<file path="config.mk">
export PLATFORM = sky130hd
export DESIGN_NAME = lcdi2c_slave
export DESIGN_NICKNAME = d
export VERILOG_FILES = /design/src/core/lcdi2c_filter.v /design/src/core/lcdi2c_slave.v
export VERILOG_INCLUDE_DIRS = /design/src /design/src/core
export SDC_FILE = /design/constraint.sdc
export NUM_CORES = 1
export LEC_CHECK = 0
export BUFFER_PORTS_ARGS = -buffer_cell sky130_fd_sc_hd__buf_2
export CORE_MARGIN = 3
export CORE_UTILIZATION = 40
export CTS_BUF_LIST = sky130_fd_sc_hd__clkbuf_2 sky130_fd_sc_hd__clkbuf_4 sky130_fd_sc_hd__clkbuf_8
export DETAILED_ROUTE_END_ITERATION = 10
export PLACE_DENSITY_LB_ADDON = 0.1
export SYNTH_ARGS = -nofsm -noshare
export SYNTH_HDL_FRONTEND = slang
export SYNTH_SLANG_ARGS = --single-unit
</file>
<file path="constraint.sdc">
create_clock -name i_core_clk -period 5.42 [get_ports i_core_clk]
set_input_delay 0.271 -clock i_core_clk [delete_from_list [all_inputs] [get_ports i_core_clk]]
set_output_delay 0.271 -clock i_core_clk [all_outputs]
set_load 0.005 [all_outputs]
</file>
<file path="src/core/lcdi2c_map.vh">
// Constants for the LCD driver serial write slave
`ifndef LCDI2C_MAP_VH
`define LCDI2C_MAP_VH
`define LCDI2C_ADDR_UPPER 6'h1c
`define LCDI2C_CTRL_CONT_BIT 7
`define LCDI2C_CTRL_DEST_BIT 6
`define LCDI2C_DEVSEL_UPPER 5'h1c
`define LCDI2C_PTR_MAX 7'h3b
`define LCDI2C_PTR_RST 7'h00
`define LCDI2C_SUB_RST 3'h0
`define LCDI2C_FILT_CYCLES 3'h4
`define LCDI2C_BITS_PER_BYTE 4'h8
`endif

</file>
<file path="src/core/lcdi2c_filter.v">
// Input synchroniser and glitch filter for one serial line
`timescale 1ns/1ps
module lcdi2c_filter (
  input wire i_core_clk,
  input wire i_reset_n,
  input wire i_en,
  input wire i_line,
  output reg o_line
);
`include "lcdi2c_map.vh"
  reg sync1_q;
  reg sync2_q;
  reg [2:0] cnt_q;
  always @(posedge i_core_clk or negedge i_reset_n) begin
    if (!i_reset_n) begin
      sync1_q <= 1'b1;
      sync2_q <= 1'b1;
      cnt_q <= 3'h0;
      o_line <= 1'b1;
    end else if (i_en) begin
      sync1_q <= i_line;
      sync2_q <= sync1_q;
      // Accept a new level only after it stays stable
      if (sync2_q == o_line) begin
        cnt_q <= 3'h0;
      end else if (cnt_q == `LCDI2C_FILT_CYCLES - 3'h1) begin
        o_line <= sync2_q;
        cnt_q <= 3'h0;
      end else begin
        cnt_q <= cnt_q + 3'h1;
      end
    end
  end
endmodule // lcdi2c_filter

</file>
<file path="src/core/lcdi2c_slave.v">
// Write-only serial slave receiver for a segment LCD driver
//
// Overview of operation
// Idle bus has both lines high
// Master starts only on idle bus
// Sample data on clock rising edge
// Data fall with clock high is START
// Data rise with clock high is STOP
// Eight bits plus ack, unlimited bytes
// Acknowledge every byte when addressed; display bytes are acked only on subaddress match
// Hold data low through ack high
// Receive only; drive nothing but ack
// Answer only addresses 0111000 and 0111001
// Address bit 1 equals strap pin
// Read requests are never acknowledged
// Unmatched strap ignores transfer until START
// Control bit 7 flags more control bytes
// Control bit 6 picks command or display
// Control and command bytes always acknowledged
// Display byte written, pointer and counter advance
// Display ack only on subaddress match
// Selection uses address, subaddress, pins
// Master ends with STOP or restart
// Device-select loads subaddress counter
// Bit 7 clear loads data pointer
// Last control byte fixes later routing
// Lines synchronised and glitch filtered
`timescale 1ns/1ps
module lcdi2c_slave (
  input wire i_core_clk,
  input wire i_reset_n,
  input wire i_clk_en,
  input wire i_scl,
  input wire i_sda,
  input wire i_address_bit_strap,
  input wire i_hw_subaddr_pin_0,
  input wire i_hw_subaddr_pin_1,
  input wire i_hw_subaddr_pin_2,
  output reg o_sda_out,
  output reg o_sda_oe,
  output reg o_busy,
  output reg o_cmd_valid,
  output reg [7:0] o_cmd_byte,
  output reg o_disp_valid,
  output reg [7:0] o_disp_byte,
  output reg [6:0] o_disp_ptr,
  output reg [2:0] o_disp_sub,
  output reg [6:0] o_data_ptr,
  output reg [2:0] o_subaddr
);
`include "lcdi2c_map.vh"
  localparam ST_IDLE = 3'h0;
  localparam ST_ADDR = 3'h1;
  localparam ST_CTRL = 3'h2;
  localparam ST_DATA = 3'h3;
  localparam ST_IGNORE = 3'h4;

  genvar g;
  wire [1:0] line_in;
  wire [1:0] line_f;
  wire scl_f;
  wire sda_f;
  reg scl_q;
  reg sda_q;
  reg [2:0] state_q;
  reg [2:0] state_d;
  reg [7:0] shift_q;
  reg [7:0] shift_d;
  reg [3:0] bit_q;
  reg [3:0] bit_d;
  reg in_ack_q;
  reg in_ack_d;
  reg ack_hi_q;
  reg ack_hi_d;
  reg ack_q;
  reg ack_d;
  reg cont_q;
  reg cont_d;
  reg dest_q;
  reg dest_d;
  reg oe_d;
  reg busy_d;
  reg cmd_valid_d;
  reg [7:0] cmd_byte_d;
  reg disp_valid_d;
  reg [7:0] disp_byte_d;
  reg [6:0] disp_ptr_d;
  reg [2:0] disp_sub_d;
  reg [6:0] data_ptr_d;
  reg [2:0] subaddr_d;
  wire [2:0] pins;
  wire [2:0] sub_eq;
  wire scl_rise;
  wire scl_fall;
  wire start_c;
  wire stop_c;
  wire active_c;
  wire byte_end_c;
  wire data_end_c;
  wire [7:0] byte_c;
  wire addr_ok;
  wire sub_ok;
  wire devsel_c;
  wire ptr_last_c;

  // Clock and data lines, one filter each
  assign line_in = {i_sda, i_scl};
  generate
    for (g = 0; g < 2; g = g + 1) begin : g_filt
      lcdi2c_filter u_filt (
        .i_core_clk(i_core_clk),
        .i_reset_n(i_reset_n),
        .i_en(i_clk_en),
        .i_line(line_in[g]),
        .o_line(line_f[g])
      );
    end
  endgenerate
  assign scl_f = line_f[0];
  assign sda_f = line_f[1];

  assign pins = {i_hw_subaddr_pin_2, i_hw_subaddr_pin_1, i_hw_subaddr_pin_0};
  // Per-bit match of counter and pins
  generate
    for (g = 0; g < 3; g = g + 1) begin : g_sub
      assign sub_eq[g] = ~(o_subaddr[g] ^ pins[g]);
    end
  endgenerate
  assign sub_ok = &sub_eq;

  assign scl_rise = scl_f & ~scl_q;
  assign scl_fall = ~scl_f & scl_q;
  assign start_c = scl_f & scl_q & sda_q & ~sda_f;
  assign stop_c = scl_f & scl_q & ~sda_q & sda_f;
  assign active_c = (state_q != ST_IDLE) && (state_q != ST_IGNORE);
  assign byte_c = {shift_q[6:0], sda_f};
  assign byte_end_c = scl_rise && !in_ack_q &&
    (bit_q == `LCDI2C_BITS_PER_BYTE - 4'h1);
  assign data_end_c = byte_end_c && (state_q == ST_DATA);
  // Fixed upper bits, strap bit and write-only direction
  assign addr_ok = (byte_c[7:2] == `LCDI2C_ADDR_UPPER) &&
    (byte_c[1] == i_address_bit_strap) && !byte_c[0];
  assign devsel_c = (byte_c[7:3] == `LCDI2C_DEVSEL_UPPER);
  assign ptr_last_c = (o_data_ptr >= `LCDI2C_PTR_MAX);

  // Frame tracking, bit count and ack timing
  always @* begin
    state_d = state_q;
    shift_d = shift_q;
    bit_d = bit_q;
    in_ack_d = in_ack_q;
    ack_hi_d = ack_hi_q;
    ack_d = ack_q;
    cont_d = cont_q;
    dest_d = dest_q;
    oe_d = o_sda_oe;
    busy_d = o_busy;
    if (start_c) begin
      // START or restart from any state
      state_d = ST_ADDR;
      bit_d = 4'h0;
      in_ack_d = 1'b0;
      ack_hi_d = 1'b0;
      ack_d = 1'b0;
      cont_d = 1'b1;
      oe_d = 1'b0;
      busy_d = 1'b1;
    end else if (stop_c) begin
      // Back to idle with both lines high
      state_d = ST_IDLE;
      in_ack_d = 1'b0;
      ack_hi_d = 1'b0;
      ack_d = 1'b0;
      oe_d = 1'b0;
      busy_d = 1'b0;
    end else if (active_c) begin
      if (scl_rise && !in_ack_q) begin
        shift_d = byte_c;
        bit_d = bit_q + 4'h1;
        if (byte_end_c) begin
          bit_d = 4'h0;
          in_ack_d = 1'b1;
          ack_hi_d = 1'b0;
          ack_d = 1'b0;
          case (state_q)
            ST_ADDR: begin
              if (addr_ok) begin
                ack_d = 1'b1;
                state_d = ST_CTRL;
              end else begin
                state_d = ST_IGNORE;
              end
            end
            ST_CTRL: begin
              ack_d = 1'b1;
              cont_d = byte_c[`LCDI2C_CTRL_CONT_BIT];
              dest_d = byte_c[`LCDI2C_CTRL_DEST_BIT];
              state_d = ST_DATA;
            end
            ST_DATA: begin
              if (!dest_q) begin
                ack_d = 1'b1;
              end else begin
                ack_d = sub_ok;
              end
              // More control bytes or fixed routing
              if (cont_q) begin
                state_d = ST_CTRL;
              end
            end
            default: begin
              state_d = ST_IGNORE;
            end
          endcase
        end
      end else if (scl_rise) begin
        // Ninth clock pulse under way
        ack_hi_d = 1'b1;
      end else if (scl_fall && in_ack_q) begin
        if (!ack_hi_q) begin
          // Pull low for the whole ninth pulse
          oe_d = ack_q;
        end else begin
          // Release after the ack pulse
          oe_d = 1'b0;
          in_ack_d = 1'b0;
          ack_hi_d = 1'b0;
          ack_d = 1'b0;
        end
      end
    end
  end

  // Command and display paths, pointer advance
  always @* begin
    cmd_valid_d = 1'b0;
    cmd_byte_d = o_cmd_byte;
    disp_valid_d = 1'b0;
    disp_byte_d = o_disp_byte;
    disp_ptr_d = o_disp_ptr;
    disp_sub_d = o_disp_sub;
    data_ptr_d = o_data_ptr;
    subaddr_d = o_subaddr;
    if (!start_c && !stop_c && data_end_c) begin
      if (!dest_q) begin
        cmd_valid_d = 1'b1;
        cmd_byte_d = byte_c;
        if (!byte_c[7]) begin
          data_ptr_d = byte_c[6:0];
        end else if (devsel_c) begin
          subaddr_d = byte_c[2:0];
        end
      end else begin
        disp_valid_d = 1'b1;
        disp_byte_d = byte_c;
        disp_ptr_d = o_data_ptr;
        disp_sub_d = o_subaddr;
        // Pointer wraps and bumps subaddress
        if (ptr_last_c) begin
          data_ptr_d = `LCDI2C_PTR_RST;
          subaddr_d = o_subaddr + 3'h1;
        end else begin
          data_ptr_d = o_data_ptr + 7'h01;
        end
      end
    end
  end

  // Edge history of the filtered lines
  always @(posedge i_core_clk or negedge i_reset_n) begin
    if (!i_reset_n) begin
      scl_q <= 1'b1;
      sda_q <= 1'b1;
    end else if (i_clk_en) begin
      scl_q <= scl_f;
      sda_q <= sda_f;
    end
  end

  // Frame state registers
  always @(posedge i_core_clk or negedge i_reset_n) begin
    if (!i_reset_n) begin
      state_q <= ST_IDLE;
      shift_q <= 8'h00;
      bit_q <= 4'h0;
      in_ack_q <= 1'b0;
      ack_hi_q <= 1'b0;
      ack_q <= 1'b0;
      cont_q <= 1'b1;
      dest_q <= 1'b0;
    end else if (i_clk_en) begin
      state_q <= state_d;
      shift_q <= shift_d;
      bit_q <= bit_d;
      in_ack_q <= in_ack_d;
      ack_hi_q <= ack_hi_d;
      ack_q <= ack_d;
      cont_q <= cont_d;
      dest_q <= dest_d;
    end
  end

  // Line drive and frame outputs
  always @(posedge i_core_clk or negedge i_reset_n) begin
    if (!i_reset_n) begin
      o_sda_out <= 1'b0;
      o_sda_oe <= 1'b0;
      o_busy <= 1'b0;
    end else if (i_clk_en) begin
      o_sda_out <= 1'b0;
      o_sda_oe <= oe_d;
      o_busy <= busy_d;
    end
  end

  // Command and display outputs
  always @(posedge i_core_clk or negedge i_reset_n) begin
    if (!i_reset_n) begin
      o_cmd_valid <= 1'b0;
      o_cmd_byte <= 8'h00;
      o_disp_valid <= 1'b0;
      o_disp_byte <= 8'h00;
      o_disp_ptr <= `LCDI2C_PTR_RST;
      o_disp_sub <= `LCDI2C_SUB_RST;
    end else if (i_clk_en) begin
      o_cmd_valid <= cmd_valid_d;
      o_cmd_byte <= cmd_byte_d;
      o_disp_valid <= disp_valid_d;
      o_disp_byte <= disp_byte_d;
      o_disp_ptr <= disp_ptr_d;
      o_disp_sub <= disp_sub_d;
    end
  end

  // Data pointer and subaddress counter
  always @(posedge i_core_clk or negedge i_reset_n) begin
    if (!i_reset_n) begin
      o_data_ptr <= `LCDI2C_PTR_RST;
      o_subaddr <= `LCDI2C_SUB_RST;
    end else if (i_clk_en) begin
      o_data_ptr <= data_ptr_d;
      o_subaddr <= subaddr_d;
    end
  end
endmodule // lcdi2c_slave

</file>
# Yosys cells after proc, flatten, opt, wreduce, memory -nomap -nowiden
# Cells that the tools add are included.
# op_classes
n_bitwise,22
n_lt_le_gt_ge,1
eq_ne,20
reduce_logical,45
add_sub_neg,5
n_mux,66
# op_table
cell,n
$mux 3,15
$mux 1,41
$reduce_and 5->1,5
$mux 7,3
$mux 4,5
$reduce_and 3->1,6
$reduce_bool 3->1,5
$reduce_bool 2->1,7
$eq 3x2->1 const B,4
$not 1->1,12
$reduce_and 6->1,2
$add 3x1->3 const B,3
$logic_and 1x1->1,9
$pmux 3 s3,1
$ne 4x4->1 const B,2
$reduce_and 4->1,2
$reduce_bool 4->1,2
$add 7x1->7 const B,1
$and 1x1->1,7
$ge 7x6->1 const B,1
$reduce_and 7->1,1
$eq 6x5->1 const B,1
$ne 3x3->1 const B,2
$eq 5x5->1 const B,1
13 further kinds,21
# totals
word_cells,187
regBits,73

# Logic depth before layout (Yosys ltp)
# Gate-level depths: netlist of run 1.
# logic_depth
ltp_word,10
depth_mapped,7

# By module
# Synthesis of run 1 repeated with hierarchy kept, for this count alone.
# hier_totals
cells_unflattened,313
hier_area_um2,3460.8
# modules_own_cells
module,cells_each,area_per_inst_um2,n_inst,seq_area_each_um2
lcdi2c_slave,267,2882.8,1,1530.2
lcdi2c_filter,23,289.0,2,153.9

# Worst setup path after synthesis of run 1
# OpenSTA, ideal clock, no wires.
# synth_path
path_kind,flip-flop to flip-flop
from,register o_data_ptr[0]
to,register o_subaddr[0]
setup_ns,0.104
required_time_ns,5.316
period_less_slack_ns,1.878
setup_slack_ns,3.542
path_stages_with_launch,7
arrival_ns,1.774
n_path_buf,1
path_cell_list,dfrtp_1 ha_1 a211o_1 a41o_1 clkbuf_1 a41o_1 a221oi_1
# synth_between
elab_chain_len,3
# synth_lines
item,line,rtl
"start, declared",lcdi2c_slave.v:48,"output reg [6:0] o_data_ptr,"
"start signal, assigned",lcdi2c_slave.v:338,o_data_ptr <= `LCDI2C_PTR_RST;
"start signal, assigned",lcdi2c_slave.v:341,o_data_ptr <= data_ptr_d;
$ge 7x6->1 (no source line),-,
$ne 2x1->1 (no source line),-,
$reduce_and 5->1 (no source line),-,
"end signal, assigned",lcdi2c_slave.v:339,o_subaddr <= `LCDI2C_SUB_RST;
"end signal, assigned",lcdi2c_slave.v:342,o_subaddr <= subaddr_d;
"end, declared",lcdi2c_slave.v:49,output reg [2:0] o_subaddr
# Every way passes these cells.
# A chain may end at the register's enable or synchronous reset.

# Final worst setup path of run 1
# layout_path
from,register g_filt[0].u_filt.o_line
to,register o_subaddr[0]
# layout_between
elab_chain_len,7
# layout_lines
item,line,rtl
"start, declared",lcdi2c_filter.v:8,output reg o_line
"start signal, assigned",lcdi2c_filter.v:27,o_line <= sync2_q;
$and 1x1->1,"lcdi2c_slave.v:133, lcdi2c_slave.v:134",
"$and 1x1->1, on equally long branches (2 in series)","lcdi2c_slave.v:133, lcdi2c_slave.v:134",
$logic_not 1->1,lcdi2c_slave.v:244,if (!start_c && !stop_c && data_end_c) begin
$logic_and 1x1->1,lcdi2c_slave.v:244,
$logic_and 1x1->1 *,lcdi2c_slave.v:244,
$reduce_and 5->1 (no source line) *,-,
# Mark *: on every way between the ends. The rest lies on a longest branch, timed or not.

==> impl_metrics.csv, run 1 <==
group,metric,value,unit
global_routing,met2_usage,20.8,%
min_path,worstHoldPathType,"primary input to async pin",
worst_setup_path,cp-start-kind,"register",
clock_network,cts_setup_buffers,0,
die,die-area,10000,um^2
placement,dpl_worst_slack,2960,ps
worst_setup_path,cp_slowest_cell,"nand4_2",
clock_network,cts_tree,"yes",
clock_network,cts_max_level,3,
power,cellPowerDensity,357,nW/um^2
worst_setup_path,max_stage_delay,740,ps
route,first_pass_iters,5,
global_routing,antenna_found_initial,0,
synthesis,synth_ff_type,"dfrtp_1",
worst_setup_path,worstPathArrival,2660,ps
timing,period_minus_slack,2450,ps
layout,mostFrequentLayoutCells,"dfrtp_1 (64), buf_2 (47), mux2_2 (30), o21ai_0 (30), nand2_1 (26)",
worst_setup_path,critPathCaptureType,"register",
power,p_total,1.44,mW
die,initial_core_util,42.2,%
route,drc,0,
global_routing,grt_pass1_vias,2414,
layout,multiInputGateArea,1550,um^2
layout,antenna_cells,0,
synthesis,yosysSeqAreaShare,52.0,%
timing,fin_tns_setup,0,ps
job,maxCapViolCount,0,
synthesis,synth_area,3540,um^2
clock_network,cts_buffers,9,
route,drt_iter0_markers,132,
timing,setup_viol,0,
die,fp-row-count,33,
worst_setup_path,required,5630,ps
layout,fin_nets,380,
timing,slew_violations,0,
layout,mostFrequentLayoutCell,"dfrtp_1",
timing,fmax,408,MHz
clock_network,clk_latency,350,ps
power,power_switching_share,32.9,%
power,internal_power,0.967,mW
global_routing,gr-usage-met3,2.78,%
placement,routabilityCongestion,0.796,
worst_setup_path,path_cells,"nor3b_4 > nand4_2 > nor2_1 > a221oi_1",
power,ir_drop,0.196,mV
power,pwr-share-comb,17.8,%
timing,worst_slack,2970,ps
layout,area_growth,14.2,%
die,io_pins,50,
route,wirelength,7550,um
layout,seq_area,1840,um^2
synthesis,syn_nets,336,
power,clockPowerShare,30.3,%
route,drtAntennaViolNets,0,
global_routing,grt_max_degree,74,
clock_network,cts_root_buf,"clkbuf_8",
timing,finalHoldViolations,0,
clock_network,path_clk_slew,80,ps
timing,tightest_slew,929,ps
timing,skew,13.6,ps
placement,io_buffers,48,
synthesis,yosys_register_bits,73,
synthesis,synth-warning-count,0,
global_routing,grt-busiest-layer,"met1",
clock_network,hold_buffers,0,
status,status,"finished, final reports clean",
route,vias_per_cell,5.44,
worst_setup_path,crit_buf_inv,0,
route,wl_per_cell,15.9,um
clock_network,ctsResizeCount,0,
worst_setup_path,worst_path_dominant_cell_family,"simple AND/OR/NAND/NOR gates",
timing,rsz0062_at_grt,"false",
global_routing,overflow,0,
die,core_area,8380,um^2
synthesis,synth_cells,322,
global_routing,use_met1,25.7,%
worst_setup_path,critical_path_class,"register to register",
layout,drive_gt1_share,30.5,%
route,num_vias,2589,
clock_network,clkSinkCount,73,
timing,fin_crit_sh,45.3,%
synthesis,syn_area_per_cell,11.0,um^2
layout,fillers,799,
worst_setup_path,path_max_fanout,27,
clock_network,clockBufferDepth,2,
global_routing,grt_usage,15.9,%
placement,place_hpwl,5060,um
timing,maxSlewHeadroom,38.0,%
synthesis,synth_edf_count,0,
global_routing,grt_pass1_wl,12600,um
power,net-switching-power,0.475,mW
power,pwr-share-seq,52.0,%
die,dieHeight,100,um
die,fp.dieW,100,um
power,p_leak,1.97,nW
synthesis,async_reset_ff_share,100,%
synthesis,synth_cell_types,60,
==> through the flow <==
stage	utilization [%]	cells	instance area (um^2)	hold WS, ps
2_1_floorplan	-	322	3540	-24.6
3_3_place_gp	45.7	460	3830	458
3_5_place_dp	45.7	460	3830	471
4_1_cts	48.2	476	4040	94.7
5_1_grt	48.2	476	4040	120
6_report	48.2	476	4040	43.1
==> Yosys cell counts, drive strengths merged (3+ instances only) <==
library cell  instances  area, um^2
a22o                  3        26.3
nor3                  5        30.0
or3b                  4        37.5
and3                  3        18.8
nor4                  5        67.6
mux2                 30         338
ha                    5        62.6
a31oi                 5        31.3
a21o                  4        30.0
a21oi                 4        20.0
nand2                27         109
o21ai                30         150
nor2                 16        60.1
dfstp                 9         236
nand3b                3        22.5
dfrtp                64        1600
nand3                13        65.1
nand2b                4        25.0
inv                  19        71.3
clkbuf                6        22.5
a221oi                3        26.3
o21a                  4        30.0
o32ai                 3        26.3
xor2                  5        43.8
buf                   9        53.8
nand4                 4        31.3
==> worst register-to-register path: stages (launching register included) <==
cell and delay [ps]:
dfstp_2 650, nor3b_4 400, nand4_2 740, nor2_1 400, a221oi_1 130
==> power by group through the flow <==
stage          Sequential (mW)  Clock [mW]  Combinational (mW)
2_1_floorplan            0.702           0               0.225
3_3_place_gp             0.758           0               0.252
3_5_place_dp             0.759           0               0.258
4_1_cts                  0.748       0.452               0.259
5_1_grt                  0.767       0.474               0.295
6_report                 0.749       0.437               0.256
==> logic make-up after synthesis <==
| logic type | share of synthesized area, % |
|---|---|
| multiplexers | 9.55 |
| XOR/XNOR | 1.73 |
| AND/OR/NAND/NOR | 16.1 |
| AO/OA/AOI/OAI | 14.5 |
| adder cells (fa/ha/maj) | 1.77 |
| buffers and inverters | 4.28 |
| other | 0.106 |
| flip-flops | 52.0 |
==> final cells by class <==
class	instances	share of cell area, %
clock buffers	9	3.07
clock inverters	7	1.95
inverters	20	1.86
multi-input cells	214	38.3
flip-flops and latches	73	45.5
well taps	105	3.25
repair buffers	48	6.01
==> layer usage <==
layer | vias to the layer above | share of wire, %
li1 | 1262 | -
met1 | 1251 | 53
met2 | 68 | 41
met3 | 8 | 4.4
met4 | 0 | 1.1
met5 | - | 0
==> worst paths after layout <==
path / cells after the start / slack, ps / endpoint / from
min reg2reg: 2 / 490 / o_busy$_DFFE_PN0P_ / o_busy$_DFFE_PN0P_
max: 4 / 2970 / o_subaddr[0]$_DFFE_PN0P_ / g_filt[0].u_filt.o_line$_DFFE_PN1P_
min: 1 / 40 / ack_hi_q$_DFFE_PN0P_ / i_reset_n
min in group i_core_clk: 2 / 160 / g_filt[0].u_filt.sync1_q$_DFFE_PN1P_ / i_scl
max reg2reg: 4 / 2970 / o_subaddr[0]$_DFFE_PN0P_ / g_filt[0].u_filt.o_line$_DFFE_PN1P_
max in group asynchronous: 1 / 4760 / bit_q[3]$_DFFE_PN0P_ / i_reset_n
==> flip-flops by register name (all words and copies together), names as in the netlist, 4 cells and up <==
| register | cells |
|---|---|
| shift_q | 7 |
| o_cmd_byte | 8 |
| g_filt.u_filt.cnt_q | 6 |
| o_data_ptr | 7 |
| bit_q | 4 |
| o_disp_ptr | 7 |
| o_disp_byte | 8 |
Power figures use the tool's default switching activity.
==> inputs of run 2 (changes only) <==
==> constraint.sdc (replaced) <==
create_clock -name i_core_clk -period 2.2 [get_ports i_core_clk]
set_input_delay 0.11 -clock i_core_clk [delete_from_list [all_inputs] [get_ports i_core_clk]]
set_output_delay 0.11 -clock i_core_clk [all_outputs]
set_load 0.005 [all_outputs]
==> impl_metrics.csv, run 2 (same netlist as run 1, synthesis figures left out) <==
group,metric,value,unit
clock_network,cts_buffers,9,
timing,period_minus_slack,1960,ps
worst_setup_path,worstPathArrival,2200,ps
status,status,"finished, final reports clean",
die,die-area,10000,um^2
timing,rsz0062_at_grt,"false",
job,maxCapViolCount,0,
clock_network,cts_setup_buffers,0,
worst_setup_path,critical_path_class,"register to register",
placement,io_buffers,48,
min_path,worstHoldPathType,"primary input to register",
clock_network,clockBufferDepth,2,
power,cellPowerDensity,859,nW/um^2
timing,maxSlewHeadroom,60.9,%
timing,setup_viol,0,
layout,antenna_cells,0,
worst_setup_path,path_max_fanout,10,
clock_network,cts_tree,"yes",
route,drt_iter0_markers,141,
route,first_pass_iters,4,
route,drc,0,
route,vias_per_cell,5.38,
layout,mostFrequentLayoutCells,"dfrtp_1 (64), buf_2 (47), mux2_2 (30), o21ai_0 (30), nand2_1 (26)",
placement,place_hpwl,5560,um
power,p_leak,2.06,nW
clock_network,cts_max_level,3,
placement,placed_cell_area,3960,um^2
die,core_area,8380,um^2
clock_network,path_clk_slew,80,ps
die,fp.dieW,100,um
timing,tightest_slew,580,ps
worst_setup_path,critPathCaptureType,"register",
die,io_pins,50,
worst_setup_path,cp-start-kind,"register",
clock_network,clkSinkCount,73,
timing,fin_crit_sh,89.3,%
layout,utilization,49.9,%
clock_network,cts_root_buf,"clkbuf_8",
layout,area_growth,18.4,%
global_routing,overflow,0,
route,drtAntennaViolNets,0,
die,dieHeight,100,um
layout,mostFrequentLayoutCell,"dfrtp_1",
timing,fmax,509,MHz
global_routing,grt_usage,17.1,%
timing,skew,15.0,ps
layout,fin_nets,396,
layout,biggestRegsByFlops,"o_cmd_byte x8, o_disp_byte x8",
placement,routabilityCongestion,0.817,
timing,fin_tns_setup,0,ps
clock_network,clk_latency,350,ps
power,ir_drop,0.375,mV
global_routing,grt_pass1_wl,13400,um
timing,finalHoldViolations,0,
layout,drive_gt1_share,32.6,%
layout,final_area,4190,um^2
global_routing,grt_pass1_vias,2638,
die,fp-row-count,33,
route,num_vias,2646,
timing,slew_violations,0,
timing,hold_slack,110,ps
global_routing,antenna_found_initial,0,
worst_setup_path,required,2440,ps
global_routing,grt_max_degree,43,
die,initial_core_util,42.2,%
route,wirelength,7810,um
worst_setup_path,r2r_slack,240,ps
route,wl_per_cell,15.9,um
==> run 2: timing repair <==
item                                   in CTS  in global routing
hold buffers                                3                  0
setup endpoints to repair                   0                  0
resized for setup                           0                  0
endpoints found under the hold margin      42                  0
==> run 2: where the power goes <==
part / leakage, nW / internal [mW] / switching (mW)
sequential: 0.945 / 1.57 / 0.235
clock: 0.0967 / 0.543 / 0.524
combinational: 1.01 / 0.320 / 0.405
total: 2.06 / 2.43 / 1.16
==> run 2: path summary, 6_finish.rpt <==
kind | startpoint | endpoint | cells after the start
worst max-delay path | o_data_ptr[0]$_DFFE_PN0P_ | o_subaddr[0]$_DFFE_PN0P_ | 5
max in group asynchronous | i_reset_n | g_filt[1].u_filt.sync1_q$_DFFE_PN1P_ | 3
worst min-delay path | i_clk_en | scl_q$_DFFE_PN1P_ | 3
worst max register to register | o_data_ptr[0]$_DFFE_PN0P_ | o_subaddr[0]$_DFFE_PN0P_ | 5
worst min register to register | o_busy$_DFFE_PN0P_ | o_busy$_DFFE_PN0P_ | 2
min in group asynchronous | i_reset_n | o_sda_oe$_DFFE_PN0P_ | 2
==> run 2: per-stage QoR <==
step	worst slack [ps]	instances	total power [mW]
after floorplan	322	322	2.28
after global placement	302	473	2.54
after detailed placement	271	473	2.56
after CTS	252	492	3.64
after global routing	148	492	3.83
final	236	492	3.59
==> run 2: worst max-delay path: stages (launching register included) <==
cell      delay (ps)
dfrtp_1          470
ha_1             280
a211o_1          260
a41o_1           350
a41o_1           270
a221oi_1         230
==> run 2: cell type report <==
cell class / count / area (um^2)
inverter: 20 / 75.1
fill: 793 / 4200
multi-input combinational: 214 / 1550
tap: 105 / 131
clock buffer: 10 / 131
clock inverter: 6 / 67.6
sequential: 73 / 1840
timing repair buffer: 64 / 395
==> run 2: routing by layer <==
metal | wire (um) | track usage, % | up-vias | share of wire, %
li1 | - | - | 1303 | -
met1 | 4030 | 26.0 | 1266 | 52
met2 | 3280 | 24.4 | 73 | 42
met3 | 444 | 4.52 | 4 | 5.7
met4 | 55 | 4.04 | 0 | 0.70
met5 | 0 | 0 | - | 0
==> inputs of run 3 (changes only) <==
--- a/config.mk
+++ b/config.mk
@@ -9,9 +9,9 @@
 export BUFFER_PORTS_ARGS = -buffer_cell sky130_fd_sc_hd__buf_2
 export CORE_MARGIN = 3
 export CORE_UTILIZATION = 40
-export CTS_BUF_LIST = sky130_fd_sc_hd__clkbuf_2 sky130_fd_sc_hd__clkbuf_4 sky130_fd_sc_hd__clkbuf_8
 export DETAILED_ROUTE_END_ITERATION = 10
 export PLACE_DENSITY_LB_ADDON = 0.1
+export REMOVE_ABC_BUFFERS = 1
 export SYNTH_ARGS = -nofsm -noshare
 export SYNTH_HDL_FRONTEND = slang
 export SYNTH_SLANG_ARGS = --single-unit
==> impl_metrics.csv, run 3 (same netlist as run 1, synthesis figures left out) <==
group,metric,value,unit
timing,skew,10.9,ps
timing,period_minus_slack,1990,ps
placement,dpl_worst_slack,239,ps
layout,mostFrequentLayoutCell,"dfrtp_1",
timing,setup_viol,0,
route,first_pass_iters,4,
power,cellPowerDensity,842,nW/um^2
die,die-area,10000,um^2
clock_network,path_clk_slew,90,ps
timing,tightest_slew,924,ps
timing,fin_tns_setup,0,ps
layout,antenna_cells,0,
layout,final_area,4170,um^2
clock_network,clockBufferDepth,2,
worst_setup_path,max_stage_delay,540,ps
layout,seq_area,1840,um^2
die,io_pins,50,
clock_network,cts_buffers,9,
clock_network,cts_root_buf,"clkbuf_8",
min_path,worstHoldPathType,"primary input to register",
clock_network,clkSinkCount,73,
placement,placed_cell_area,3950,um^2
die,dieHeight,100,um
clock_network,clk_latency,350,ps
clock_network,cts_setup_buffers,0,
layout,biggestRegsByFlops,"o_cmd_byte x8, o_disp_byte x8",
die,fp-row-count,33,
power,p_total,3.51,mW
route,drc,0,
job,maxCapViolCount,0,
global_routing,grt_pass1_wl,13400,um
timing,rsz0062_at_grt,"false",
die,core_area,8380,um^2
worst_setup_path,path_max_fanout,9,
layout,fillers,802,
route,drt_iter0_markers,80,
global_routing,grt_max_degree,73,
timing,slew_violations,0,
worst_setup_path,path_cells,"or3b_4 > nor4_4 > o21ai_0 > a22o_1",
route,vias_per_cell,5.40,
layout,multiInputGateArea,1550,um^2
layout,drive_gt1_share,33.1,%
layout,utilization,49.7,%
route,wl_per_cell,16.3,um
timing,worst_slack,208,ps
worst_setup_path,cp-start-kind,"register",
layout,fin_nets,399,
clock_network,cts_max_level,3,
timing,fmax,502,MHz
worst_setup_path,cp_slowest_cell,"dfstp_2",
route,num_vias,2674,
route,wirelength,8060,um
worst_setup_path,worstPathArrival,2240,ps
timing,finalHoldViolations,0,
placement,routabilityCongestion,0.861,
placement,place_hpwl,5700,um
global_routing,grt_usage,17.1,%
clock_network,cts_tree,"yes",
global_routing,grt_pass1_vias,2678,
worst_setup_path,required,2450,ps
status,status,"finished, final reports clean",
power,ir_drop,0.313,mV
global_routing,overflow,0,
placement,io_buffers,48,
layout,area_growth,17.9,%
timing,fin_crit_sh,90.5,%
power,p_leak,2.05,nW
die,fp.dieW,100,um
timing,maxSlewHeadroom,38.4,%
layout,mostFrequentLayoutCells,"dfrtp_1 (64), buf_2 (47), mux2_2 (30), o21ai_0 (30), nand2_1 (26)",
die,initial_core_util,42.2,%
worst_setup_path,critical_path_class,"register to register",
global_routing,antenna_found_initial,0,
route,drtAntennaViolNets,0,
worst_setup_path,critPathCaptureType,"register",
[run 3: changes by cell type in the layout (fill, tap and decap cells not counted), sizes merged]
cell / change
buf: +3
bufinv: -1
clkbuf: -1
clkinv: -1
clkinvlp: +1
inv: +2
[run 3: worst paths after layout]
| path | slack [ps] | depth (start not counted) | endpoint | from |
|---|---|---|---|---|
| max in group asynchronous | 1050 | 3 | g_filt[1].u_filt.sync1_q$_DFFE_PN1P_ | i_reset_n |
| setup reg to reg | 210 | 4 | o_data_ptr[4]$_DFFE_PN0P_ | g_filt[0].u_filt.o_line$_DFFE_PN1P_ |
| setup / recovery | 210 | 4 | o_data_ptr[4]$_DFFE_PN0P_ | g_filt[0].u_filt.o_line$_DFFE_PN1P_ |
| hold reg to reg | 470 | 2 | o_disp_byte[0]$_DFFE_PN0P_ | o_disp_byte[0]$_DFFE_PN0P_ |
| min in group asynchronous | 420 | 2 | ack_hi_q$_DFFE_PN0P_ | i_reset_n |
| hold / removal | 150 | 3 | g_filt[1].u_filt.cnt_q[1]$_DFFE_PN0P_ | i_clk_en |
[run 3: power by group]
group | leakage, nW | switching [mW] | internal [mW]
clock network | 0.0848 | 0.555 | 0.428
registers | 0.945 | 0.256 | 1.57
logic | 1.02 | 0.393 | 0.311
total | 2.05 | 1.20 | 2.31
[run 3: layout make-up]
class	count	area share (%)
sequential	73	44.1
clock buffer	9	2.97
clock inverter	7	1.44
inverter	20	1.80
timing repair buffer	67	9.43
tap	105	3.15
multi-input combinational	214	37.1
[run 3: routing by layer]
| metal | global-route usage [%] | vias to the layer above | wire, um |
|---|---|---|---|
| met5 | 0 | - | 0 |
| met4 | 6.11 | 0 | 126 |
| met3 | 4.03 | 11 | 342 |
| met2 | 25.4 | 53 | 3550 |
| met1 | 24.6 | 1308 | 4040 |
| li1 | - | 1302 | - |
[run 3: worst max-delay path, delay by kind of cell (launching register included)]
| kind | cells | cell delay, ps |
|---|---|---|
| AND/OR/NAND/NOR | 2 | 950 |
| flip-flops | 1 | 540 |
| AO/OA/AOI/OAI | 2 | 400 |
[run 3: timing repair]
item,4_1_cts,5_1_grt
gates resized for setup,0,0
setup endpoints to repair,0,0
hold buffers,3,0
endpoints found under the hold margin,66,0
[run 3: per-stage QoR]
stage	std cells	hold WS [ps]
after floorplan	307	-186
after global placement	476	304
after detailed placement	476	302
after CTS	495	128
after global routing	495	141
final	495	149
